$ cat config.mk
export PLATFORM = sky130hd
export DESIGN_NAME = eebsf_front_end
export DESIGN_NICKNAME = d
export VERILOG_FILES = /design/src/rtl/eebsf_pkg.sv /design/src/rtl/eebsf_front_end.sv
export SDC_FILE = /design/constraint.sdc
export NUM_CORES = 1
export LEC_CHECK = 0
export BUFFER_PORTS_ARGS = -buffer_cell sky130_fd_sc_hd__buf_2
export CAP_MARGIN = 0
export CORE_AREA = 2 2 73 102
export CTS_BUF_LIST = sky130_fd_sc_hd__clkbuf_16
export CTS_CLUSTER_DIAMETER = 120
export DETAILED_ROUTE_END_ITERATION = 8
export DIE_AREA = 0 0 75 104
export MAX_ROUTING_LAYER = met4
export PLACE_DENSITY_LB_ADDON = 0.08
export SYNTH_ARGS = -nofsm -noshare
export SYNTH_HDL_FRONTEND = slang
export SYNTH_SLANG_ARGS = --single-unit
$ cat constraint.sdc
create_clock -name ref_clk -period 3.2 [get_ports ref_clk]
set_input_delay 0.32 -clock ref_clk [delete_from_list [all_inputs] [get_ports ref_clk]]
set_output_delay 0.32 -clock ref_clk [all_outputs]
set_load 0.05 [all_outputs]
$ cat src/rtl/eebsf_pkg.sv
// Constants and types shared by the EEPROM bus slave front end
package eebsf_pkg;

   // ==========================================================
   // Clock and power-up timing
   // ==========================================================
   localparam int unsigned CLK_HZ         = 40_000_000;
   localparam int unsigned T_INIT_MS      = 10;
   // Least wait before the first command, in whole clock cycles (integer divide, no rounding up)
   localparam int unsigned INIT_CYCLES    = (T_INIT_MS * (CLK_HZ / 1000));

   // ==========================================================
   // Input synchroniser layout
   // ==========================================================
   localparam int unsigned SYNC_W         = 8;
   localparam int unsigned IX_SCL         = 0;
   localparam int unsigned IX_SDA         = 1;
   localparam int unsigned IX_CS0         = 2;
   localparam int unsigned IX_CS1         = 3;
   localparam int unsigned IX_CS2         = 4;
   localparam int unsigned IX_WP          = 5;
   localparam int unsigned IX_POR         = 6;
   localparam int unsigned IX_BOR         = 7;
   // Idle bus lines high, every other pin low
   localparam logic [7:0]  SYNC_RST       = 8'h03;

   // ==========================================================
   // Byte framing
   // ==========================================================
   localparam logic [3:0]  BIT_CNT_RST    = 4'h0;
   localparam logic [3:0]  BITS_IN_BYTE   = 4'h8;
   localparam logic [3:0]  BITS_WITH_ACK  = 4'h9;
   localparam logic [7:0]  BYTE_RST       = 8'h00;
   localparam logic [15:0] WADDR_RST      = 16'h0000;

   // ==========================================================
   // Device address byte fields
   // ==========================================================
   localparam int unsigned DEV_TYPE_HI    = 7;
   localparam int unsigned DEV_TYPE_LO    = 4;
   localparam int unsigned DEV_CS_HI      = 3;
   localparam int unsigned DEV_CS_LO      = 1;
   localparam int unsigned DEV_RW_BIT     = 0;
   localparam logic [3:0]  TYPE_ARRAY     = 4'ha;
   localparam logic [3:0]  TYPE_ID_SPACE  = 4'hb;

   // ==========================================================
   // Identification space function field in the word address
   // ==========================================================
   localparam int unsigned FN_HI          = 11;
   localparam int unsigned FN_LO          = 9;
   localparam logic [2:0]  FN_ID_PAGE     = 3'h0;
   localparam logic [2:0]  FN_UNIQUE_ID   = 3'h1;
   localparam logic [2:0]  FN_LOCK        = 3'h2;
   localparam logic [2:0]  FN_RST         = 3'h0;

   // ==========================================================
   // Protocol states, Gray coded along the usual path
   // ==========================================================
   typedef enum logic [2:0]
   {
      EEBSF_IDLE     = 3'h0,
      EEBSF_DEV_ADDR = 3'h1,
      EEBSF_ADDR_HI  = 3'h3,
      EEBSF_ADDR_LO  = 3'h2,
      EEBSF_WR_DATA  = 3'h6,
      EEBSF_RD_DATA  = 3'h7,
      EEBSF_WAIT     = 3'h5
   } eebsf_state_t;

endpackage

$ cat src/rtl/eebsf_front_end.sv
// Slave front end of a two-wire serial EEPROM: framing, decode, acknowledge
// Overview of operation
// (RULE1) SDA rising while SCL high is a Stop and ends the transaction.
// (RULE2) Stop after a write starts programming; any other Stop means Standby.
// (RULE3) Device pulls SDA low through the whole ninth clock to acknowledge.
// (RULE4) Standby at power-up, after a read's Stop, and when internal work ends.
// (RULE5) Master recovers the bus: Start, nine clocks, Start, then Stop.
// (RULE6) Bus ignored until power-on release; then logic resets into Standby.
// (RULE7) Master waits at least 10 ms of good supply before any command; INIT_CYCLES is not used by the logic.
// (RULE8) Brown-out resets logic; silent until power-on release comes again.
// (RULE9) Write protect high blocks changes to array and identification page.
// (RULE10) Address byte: type bits 7..4, chip select 3..1, read/write bit 0.
// (RULE11) Type 1010 selects the main memory array.
// (RULE12) Type 1011 selects identification page, lock, and unique identifier.
// (RULE13) Respond only when chip-select bits equal the three strap inputs.
// (RULE14) Address bit 0 high means read, low means write.
// (RULE15) Acknowledge address on match, else no acknowledge and go to Standby.
// (RULE16) Two word address bytes follow, high first, each acknowledged.
// (RULE17) Array accesses use all sixteen word address bits.
// (RULE18) Type 1011: bits 11..9 pick page/status, lock, or unique identifier.
// (RULE19) Lock accepted only with type 1011 and a write.
// (RULE20) Unique identifier accepted only with type 1011 and a read.
// (RULE21) Bits sampled on SCL rising edge; output changes on falling edge.
// (RULE22) SDA falling while SCL high is a Start; bus ignored until one.
// (RULE23) Write protect high: address bytes acknowledged, data bytes not.
// (RULE24) SDA only pulled low for acknowledge or read data, never driven high.
// (RULE25) Start mid-transfer aborts the byte and restarts address reception.
`timescale 1ns/100ps
`default_nettype none

module eebsf_front_end
   import eebsf_pkg::*;
(
   input  wire logic        ref_clk,
   input  wire logic        rst_b,
   input  wire logic        scl_pin,
   input  wire logic        sda_pin_in,
   output logic             sda_pin_out,
   output logic             sda_pin_oe,
   input  wire logic        chip_select_bit_0,
   input  wire logic        chip_select_bit_1,
   input  wire logic        chip_select_bit_2,
   input  wire logic        write_protect_pin,
   input  wire logic        por_released_pin,
   input  wire logic        brown_out_pin,
   input  wire logic        write_busy,
   input  wire logic        id_page_locked,
   input  wire logic [7:0]  rd_byte,
   output logic             standby,
   output logic             bus_stop,
   output logic             prog_start,
   output logic             addr_valid,
   output logic [15:0]      word_address_bits,
   output logic             sel_id_space,
   output logic [2:0]       id_func,
   output logic             op_read,
   output logic             rd_byte_taken,
   output logic             wr_byte_valid,
   output logic [7:0]       wr_byte
);
   // ==========================================================
   // Pin synchronisers
   // ==========================================================
   logic [SYNC_W-1:0] pins_raw, sync1_q, sync2_q, sync3_q, filt_q;
   // Raw pins gathered in synchroniser order
   assign pins_raw = {brown_out_pin, por_released_pin, write_protect_pin,
                      chip_select_bit_2, chip_select_bit_1, chip_select_bit_0,
                      sda_pin_in, scl_pin};

   // Three stages; a level counts once stages two and three agree
   genvar gi;
   generate
      for (gi = 0; gi < SYNC_W; gi++)
      begin : g_sync
         always_ff @(posedge ref_clk)
         begin
            if (!rst_b)
            begin
               sync1_q[gi] <= SYNC_RST[gi];
               sync2_q[gi] <= SYNC_RST[gi];
               sync3_q[gi] <= SYNC_RST[gi];
               filt_q[gi]  <= SYNC_RST[gi];
            end
            else
            begin
               sync1_q[gi] <= pins_raw[gi];
               sync2_q[gi] <= sync1_q[gi];
               sync3_q[gi] <= sync2_q[gi];
               if (sync2_q[gi] == sync3_q[gi])
                  filt_q[gi] <= sync3_q[gi];
            end
         end
      end
   endgenerate
   // ==========================================================
   // Bus condition detection
   // ==========================================================
   logic scl_prev_q, sda_prev_q, por_prev_q;
   logic scl_rise, scl_fall, start_det, stop_det;
   // Previous filtered levels for edge finding
   always_ff @(posedge ref_clk)
   begin
      if (!rst_b)
      begin
         scl_prev_q <= SYNC_RST[IX_SCL];
         sda_prev_q <= SYNC_RST[IX_SDA];
         por_prev_q <= SYNC_RST[IX_POR];
      end
      else
      begin
         scl_prev_q <= filt_q[IX_SCL];
         sda_prev_q <= filt_q[IX_SDA];
         por_prev_q <= filt_q[IX_POR];
      end
   end

   assign scl_rise  = filt_q[IX_SCL] & ~scl_prev_q;  // RULE21
   assign scl_fall  = ~filt_q[IX_SCL] & scl_prev_q;  // RULE21
   assign start_det = filt_q[IX_SCL] & scl_prev_q & sda_prev_q & ~filt_q[IX_SDA];  // RULE22
   assign stop_det  = filt_q[IX_SCL] & scl_prev_q & ~sda_prev_q & filt_q[IX_SDA];  // RULE1
   // ==========================================================
   // Power-on and brown-out gating
   // ==========================================================
   logic live_q, proto_rst;
   // Brown-out kills the logic until power-on releases again
   always_ff @(posedge ref_clk)
   begin
      if (!rst_b)
         live_q <= 1'b0;
      else if (filt_q[IX_BOR])
         live_q <= 1'b0;  // RULE8
      else if (filt_q[IX_POR] & ~por_prev_q)
         live_q <= 1'b1;  // RULE6
   end

   assign proto_rst = ~rst_b | ~live_q | filt_q[IX_BOR] | ~filt_q[IX_POR];  // RULE6 RULE8
   // ==========================================================
   // Protocol state and byte framing
   // ==========================================================
   eebsf_state_t state_q;
   logic [3:0]   bit_cnt_q;
   logic [7:0]   rx_q, tx_q, rx_byte;
   logic [2:0]   cs_pins, id_func_q;
   logic [15:0]  waddr_q;
   logic         ack_phase_q, ack_ok_q, wr_pending_q, sda_oe_q;
   logic         dev_match, data_ok, sel_id_q, op_read_q;
   // Byte as it stands after the eighth rising edge
   assign rx_byte = rx_q;
   assign cs_pins = {filt_q[IX_CS2], filt_q[IX_CS1], filt_q[IX_CS0]};
   // Address byte compare; busy programming also refuses the address
   assign dev_match = ((rx_byte[DEV_TYPE_HI:DEV_TYPE_LO] == TYPE_ARRAY) |        // RULE11
                       (rx_byte[DEV_TYPE_HI:DEV_TYPE_LO] == TYPE_ID_SPACE)) &    // RULE12
                      (rx_byte[DEV_CS_HI:DEV_CS_LO] == cs_pins) &                // RULE13
                      ~write_busy;
   // Data byte accepted only when modification is allowed
   assign data_ok = ~filt_q[IX_WP] &  // RULE9 RULE23
                    (~sel_id_q | (((id_func_q == FN_ID_PAGE) | (id_func_q == FN_LOCK)) &  // RULE18 RULE19
                                  ~id_page_locked));  // RULE20
   // Main sequencer: sampling on SCL rise, SDA changes on SCL fall
   always_ff @(posedge ref_clk)
   begin
      if (proto_rst)
      begin
         state_q      <= EEBSF_IDLE;  // RULE4 RULE6
         bit_cnt_q    <= BIT_CNT_RST;
         rx_q         <= BYTE_RST;
         tx_q         <= BYTE_RST;
         ack_phase_q  <= 1'b0;
         ack_ok_q     <= 1'b0;
         wr_pending_q <= 1'b0;
         sda_oe_q     <= 1'b0;
      end
      else if (start_det)
      begin
         state_q      <= EEBSF_DEV_ADDR;  // RULE22 RULE25
         bit_cnt_q    <= BIT_CNT_RST;
         ack_phase_q  <= 1'b0;
         wr_pending_q <= 1'b0;
         sda_oe_q     <= 1'b0;
      end
      else if (stop_det)
      begin
         state_q      <= EEBSF_IDLE;  // RULE1 RULE2
         bit_cnt_q    <= BIT_CNT_RST;
         ack_phase_q  <= 1'b0;
         wr_pending_q <= 1'b0;
         sda_oe_q     <= 1'b0;
      end
      else if (state_q == EEBSF_RD_DATA)
      begin
         if (scl_rise)
         begin
            bit_cnt_q <= bit_cnt_q + 4'h1;
            // Master leaves SDA high at the ninth clock: read ends
            if (bit_cnt_q == BITS_IN_BYTE && filt_q[IX_SDA])
               state_q <= EEBSF_WAIT;
         end
         else if (scl_fall)
         begin
            if (bit_cnt_q == BITS_IN_BYTE)
               sda_oe_q <= 1'b0;  // RULE24
            else if (bit_cnt_q == BITS_WITH_ACK)
            begin
               tx_q      <= rd_byte;
               sda_oe_q  <= ~rd_byte[7];  // RULE24
               bit_cnt_q <= BIT_CNT_RST;
            end
            else
            begin
               tx_q     <= {tx_q[6:0], 1'b0};
               sda_oe_q <= ~tx_q[6];  // RULE21
            end
         end
      end
      else if (state_q != EEBSF_IDLE && state_q != EEBSF_WAIT)
      begin
         if (scl_rise && !ack_phase_q)
         begin
            rx_q      <= {rx_q[6:0], filt_q[IX_SDA]};  // RULE10 RULE21
            bit_cnt_q <= bit_cnt_q + 4'h1;
         end
         else if (scl_fall && !ack_phase_q && bit_cnt_q == BITS_IN_BYTE)
         begin
            // Decide the answer for the ninth clock
            ack_phase_q <= 1'b1;
            unique case (state_q)
               EEBSF_DEV_ADDR:
               begin
                  ack_ok_q <= dev_match;  // RULE15
                  sda_oe_q <= dev_match;  // RULE3
               end
               EEBSF_WR_DATA:
               begin
                  ack_ok_q <= data_ok;  // RULE23
                  sda_oe_q <= data_ok;  // RULE3 RULE9
                  if (data_ok)
                     wr_pending_q <= 1'b1;
               end
               default:
               begin
                  ack_ok_q <= 1'b1;  // RULE16 RULE23
                  sda_oe_q <= 1'b1;  // RULE3
               end
            endcase
         end
         else if (scl_fall && ack_phase_q)
         begin
            // Ninth clock over: release and move on
            ack_phase_q <= 1'b0;
            bit_cnt_q   <= BIT_CNT_RST;
            sda_oe_q    <= 1'b0;  // RULE24
            unique case (state_q)
               EEBSF_DEV_ADDR:
               begin
                  if (!ack_ok_q)
                     state_q <= EEBSF_WAIT;  // RULE15
                  else if (op_read_q)
                  begin
                     state_q  <= EEBSF_RD_DATA;
                     tx_q     <= rd_byte;
                     sda_oe_q <= ~rd_byte[7];  // RULE21 RULE24
                  end
                  else
                     state_q <= EEBSF_ADDR_HI;  // RULE16
               end
               EEBSF_ADDR_HI: state_q <= EEBSF_ADDR_LO;  // RULE16
               EEBSF_ADDR_LO: state_q <= EEBSF_WR_DATA;
               default:       state_q <= state_q;
            endcase
         end
      end
   end
   // ==========================================================
   // Decoded operation and word address
   // ==========================================================
   logic byte_done;
   assign byte_done = scl_fall & ~ack_phase_q & (bit_cnt_q == BITS_IN_BYTE) & ~start_det & ~stop_det;
   // Capture device address fields and the two word address bytes
   always_ff @(posedge ref_clk)
   begin
      if (proto_rst)
      begin
         sel_id_q  <= 1'b0;
         op_read_q <= 1'b0;
         waddr_q   <= WADDR_RST;
         id_func_q <= FN_RST;
      end
      else if (byte_done)
      begin
         unique case (state_q)
            EEBSF_DEV_ADDR:
            begin
               if (dev_match)
               begin
                  sel_id_q  <= (rx_byte[DEV_TYPE_HI:DEV_TYPE_LO] == TYPE_ID_SPACE);  // RULE12
                  op_read_q <= rx_byte[DEV_RW_BIT];  // RULE14
               end
            end
            EEBSF_ADDR_HI:
            begin
               waddr_q[15:8] <= rx_byte;  // RULE16 RULE17
               id_func_q     <= rx_byte[FN_HI-8:FN_LO-8];  // RULE18
            end
            EEBSF_ADDR_LO: waddr_q[7:0] <= rx_byte;  // RULE16 RULE17
            default:       waddr_q <= waddr_q;
         endcase
      end
   end
   // ==========================================================
   // Event pulses to the array side
   // ==========================================================
   logic         bus_stop_q, prog_start_q, addr_valid_q, rd_taken_q, wr_valid_q, standby_q, rd_load;
   logic [7:0]   wr_byte_q;
   assign rd_load = scl_fall & ~start_det & ~stop_det &
                    (((state_q == EEBSF_RD_DATA) & (bit_cnt_q == BITS_WITH_ACK)) |
                     ((state_q == EEBSF_DEV_ADDR) & ack_phase_q & ack_ok_q & op_read_q));
   // One-cycle strobes; programming only after an accepted data byte
   always_ff @(posedge ref_clk)
   begin
      if (proto_rst)
      begin
         bus_stop_q   <= 1'b0;
         prog_start_q <= 1'b0;
         addr_valid_q <= 1'b0;
         rd_taken_q   <= 1'b0;
         wr_valid_q   <= 1'b0;
         wr_byte_q    <= BYTE_RST;
      end
      else
      begin
         bus_stop_q   <= stop_det;  // RULE1
         prog_start_q <= stop_det & (state_q == EEBSF_WR_DATA) & wr_pending_q &
                         ~ack_phase_q & (bit_cnt_q <= 4'h1);  // RULE2
         addr_valid_q <= byte_done & (state_q == EEBSF_ADDR_LO);  // RULE17 RULE18
         rd_taken_q   <= rd_load;
         wr_valid_q   <= byte_done & (state_q == EEBSF_WR_DATA) & data_ok;  // RULE9
         if (byte_done && state_q == EEBSF_WR_DATA)
            wr_byte_q <= rx_byte;
      end
   end
   // Standby while idle and no internal operation runs
   always_ff @(posedge ref_clk)
   begin
      if (proto_rst)
         standby_q <= 1'b1;  // RULE4
      else
         standby_q <= (state_q == EEBSF_IDLE || state_q == EEBSF_WAIT) & ~write_busy;  // RULE2 RULE4
   end
   // ==========================================================
   // Outputs, all from flip-flops except sda_pin_out, which is tied low
   // ==========================================================
   assign sda_pin_out       = 1'b0;  // RULE24
   assign sda_pin_oe        = sda_oe_q;
   assign standby           = standby_q;
   assign bus_stop          = bus_stop_q;
   assign prog_start        = prog_start_q;
   assign addr_valid        = addr_valid_q;
   assign word_address_bits = waddr_q;
   assign sel_id_space      = sel_id_q;
   assign id_func           = id_func_q;
   assign op_read           = op_read_q;
   assign rd_byte_taken     = rd_taken_q;
   assign wr_byte_valid     = wr_valid_q;
   assign wr_byte           = wr_byte_q;
endmodule

`default_nettype wire

==> results.py <==
metrics = {
    "pwr": {
        "irDropWorstVdd_mv": 0.4854,
        "switching_part_of_the_total_pct": 20.24,
        "switching_power_uw": 456.8,
        "power.sequential.fraction_pct": 52.6,
        "p_leak_nw": 1.834,
        "pwr-share-comb_pct": 1.5,
        "post-layout-total-power_mw": 2.257,
        "intPower_mw": 1.800,
        "power_density_of_the_placed_cells_nw_per_um2": 511.5,
        "share_of_total_power_in_the_clock_network_pct": 45.9,
    },
    "route": {
        "dr.first_iter.drc_count": 152,
        "vias_per_cell": 5.294,
        "drt_drc_violations_left": 0,
        "route.vias.total": 2843,
        "route.antenna.remaining_nets": 0,
        "routedWlPerCell_microns": 14.37,
        "drt-total-wl_microns": 7715,
        "drt-pass1-iter-count": 5,
    },
    "synthesis": {
        "synth-main-ff-cell": "sky130_fd_sc_hd__dfxtp_1",
        "synth.distinct_cells": 52,
        "post_synth_xor_area_fraction_pct": 1.149,
        "netlist.top_cell.by_area": "sky130_fd_sc_hd__dfxtp_1",
        "synth_most_common_cell": "sky130_fd_sc_hd__dfxtp_1",
        "largest_family_of_logic_cells_by_synthesized_area": "simple AND/OR/NAND/NOR gates",
        "synth.yosys.seq_area_share_pct": 49.36,
        "synth_nets": 416,
        "synth_mux_area_share_pct": 11.81,
        "synth_compound_gate_area_share_pct": 11.45,
        "synth_area_sq_um": 3812,
        "synth_common_cells": "94 x sky130_fd_sc_hd__dfxtp_1, 52 x sky130_fd_sc_hd__nor2_1, 45 x sky130_fd_sc_hd__mux2i_1, 21 x sky130_fd_sc_hd__and2_1, 20 x sky130_fd_sc_hd__nand2_1",
        "top_area_cells_in_the_synthesized_netlist": "sky130_fd_sc_hd__dfxtp_1 49%, sky130_fd_sc_hd__mux2i_1 12%, sky130_fd_sc_hd__nor2_1 5.1%, sky130_fd_sc_hd__and2_1 3.4%, sky130_fd_sc_hd__ha_1 2.3%",
        "ys_async_sr_fraction_pct": 0,
        "synth.ff_latch_count": 94,
        "synth_simple_gate_area_share_pct": 20.28,
        "post_synthesis_cells": 389,
        "synth_top_cell_area_share_pct": 49.36,
        "synth-adder-area-share_pct": 2.297,
        "post_synth_edffs": 0,
        "synth_warnings": 0,
        "postSynthAreaPerCell_sq_um": 9.801,
    },
    "critical_path": {
        "r2r-start": "state_q[0]",
        "timing.critical_path.from_type": "flop",
        "setup.worst_path.class": "reg2reg",
        "worst_ep_arrival_time_ns": 2.73,
        "element_type_at_the_critical_path_end": "flop",
        "timing.critical_path.required_ns": 3.46,
        "cp_max_fo": 16,
        "crit_start": "state_q[0]",
    },
    "layout": {
        "antenna-diode-count": 0,
        "postLayoutCoreUtil_pct": 64.02,
        "final_layout_size_suffix_gt1_share_pct": 17.19,
        "area_delta_synth_final_pct": 15.72,
        "nNetsFinal": 464,
    },
    "sta": {
        "rsz0062_at_grt": "no",
        "final_hold_violations": 0,
        "setup_viol": 0,
        "post-route-period-util_pct": 77.20,
        "timing.clock.skew_ns": 0.005243,
        "finalSetupTns_ns": 0,
        "tightest_slew_ns": 0.7336,
        "final_max_slew_viol_count": 0,
        "maxSlewHeadroom_pct": 50.94,
        "final_period_minus_worst_setup_slack_ns": 2.470,
        "fmax_mhz": 404.8,
        "fin_worst_hold_slack_ns": 0.1503,
    },
    "flow_run": {
        "timing.max_cap.violations": 0,
    },
    "min_path": {
        "hold_path_startpoint": "scl_pin",
        "holdCritPathClass": "in2reg",
    },
    "clocking": {
        "tritoncts_clock_tree": "yes",
        "numCtsBuffers": 9,
        "post_cts.resized_instances": 0,
        "skew_pair_late_insertion_delay_ns": 0.35,
        "cts_setup_buffers": 0,
        "clk_pin_slew_worst_paths_ns": 0.06,
        "cts_max_path_buffers": 2,
        "cts.sink_count": 94,
        "post_cts_hold_buffer_count": 0,
        "htree_num_levels": 3,
        "cts.root.buffer_cell": "sky130_fd_sc_hd__clkbuf_16",
    },
    "outcome": {
        "run_status": "finished clean",
    },
    "floorplanning": {
        "core-area_sq_um": 6892,
        "initial_utilization_pct": 55.32,
        "die_area_sq_um": 7800,
        "rows": 36,
        "chipWidth_microns": 75,
        "die-height_microns": 104,
        "ioPinCount": 57,
    },
    "global_routing": {
        "first_global_vias": 2573,
        "grt_antenna_before_repair": 0,
        "grt_pass1_wl_microns": 12500,
        "grt_max_degree": 48,
        "globalRouteMet3Util_pct": 4.845,
        "globalRouteMet2Util_pct": 33.08,
        "groute.layer.met1.usage_pct": 25.80,
        "gr-usage-all-layers_pct": 21.70,
        "grt-busiest-layer": "met2",
        "overflow": 0,
    },
    "placement": {
        "post_dp_hpwl_microns": 5441,
        "globalplace.congestion": 0.9350,
        "io_buffer_count": 55,
    },
}
[kinds of logic after synthesis]
group	Yosys count
buffers and inverters	29
multiplexers	45
other	1
adder cells (fa/ha/maj)	7
AO/OA/AOI/OAI	59
XOR/XNOR	5
flip-flops	94
AND/OR/NAND/NOR	149
[metrics by stage]
stage	instance area, sq um	instances	worst slack (ns)
after floorplan	3812	389	1.178
after global placement	4120	521	0.8463
after detailed placement	4120	521	0.7821
after CTS	4412	537	0.7526
after global routing	4412	537	0.5098
final	4412	537	0.7297
[path summary, 6_finish.rpt]
kind | slack (ns) | end | cells past startpoint
worst min-delay path | 0.15 | sync1_q[0] | 2
worst max-delay path | 0.73 | tx_q[6] | 5
worst max register to register | 0.73 | tx_q[6] | 5
worst min register to register | 0.41 | sync2_q[1] | 1
[state kept, by name, indices dropped and copies added (netlist names), 5 cells and up]
name,cells
word_address_bits,14
rx_byte,8
sync1_q,8
sync2_q,8
sync3_q,8
wr_byte,8
tx_q,7
filt_q,5
[final cells by class]
cell class,count,area (sq um)
well taps,95,118.9
multi-input cells,266,1795
repair buffers,57,290.3
flip-flops and latches,94,1882
clock buffers,9,225.2
inverters,9,33.78
fillers,598,2480
clock inverters,7,66.31
[per-layer routing]
| layer | vias to the layer above | share of wire, % | wire (microns) |
|---|---|---|---|
| li1 | 1434 | - | - |
| met2 | 72 | 49 | 3778 |
| met1 | 1319 | 43 | 3310 |
| met5 | - | 0 | 0 |
| met3 | 18 | 4.6 | 358 |
| met4 | 0 | 3.5 | 268 |
[critical path, cell delays in order (launching register included)]
cell	delay, ns
sky130_fd_sc_hd__dfxtp_1	0.66
sky130_fd_sc_hd__nand3_1	0.37
sky130_fd_sc_hd__or3_1	0.46
sky130_fd_sc_hd__a221oi_4	0.57
sky130_fd_sc_hd__nor2_1	0.08
sky130_fd_sc_hd__a211oi_1	0.23
[power groups by stage]
| stage | registers [mW] | logic [mW] | clock network, mW |
|---|---|---|---|
| after detailed placement | 1.21 | 0.0350 | 0 |
| after global routing | 1.19 | 0.0388 | 1.11 |
| after global placement | 1.21 | 0.0344 | 0 |
| after floorplan | 1.21 | 0.0205 | 0 |
| after CTS | 1.19 | 0.0353 | 1.06 |
| final | 1.19 | 0.0347 | 1.04 |
[layout by cell type, fill, tap and decap left out, drive strengths merged, types with 6 or more instances in the layout]
master   n
nand2   20
a211oi   9
a21oi   10
nor2b    9
o21ai   13
nor2    53
a21boi   6
and2    21
nand2b  11
nand3    7
inv     10
mux2i   45
clkbuf   9
dfxtp   94
buf     57
ha       7
Note: power is estimated with default switching activity, not from simulation.
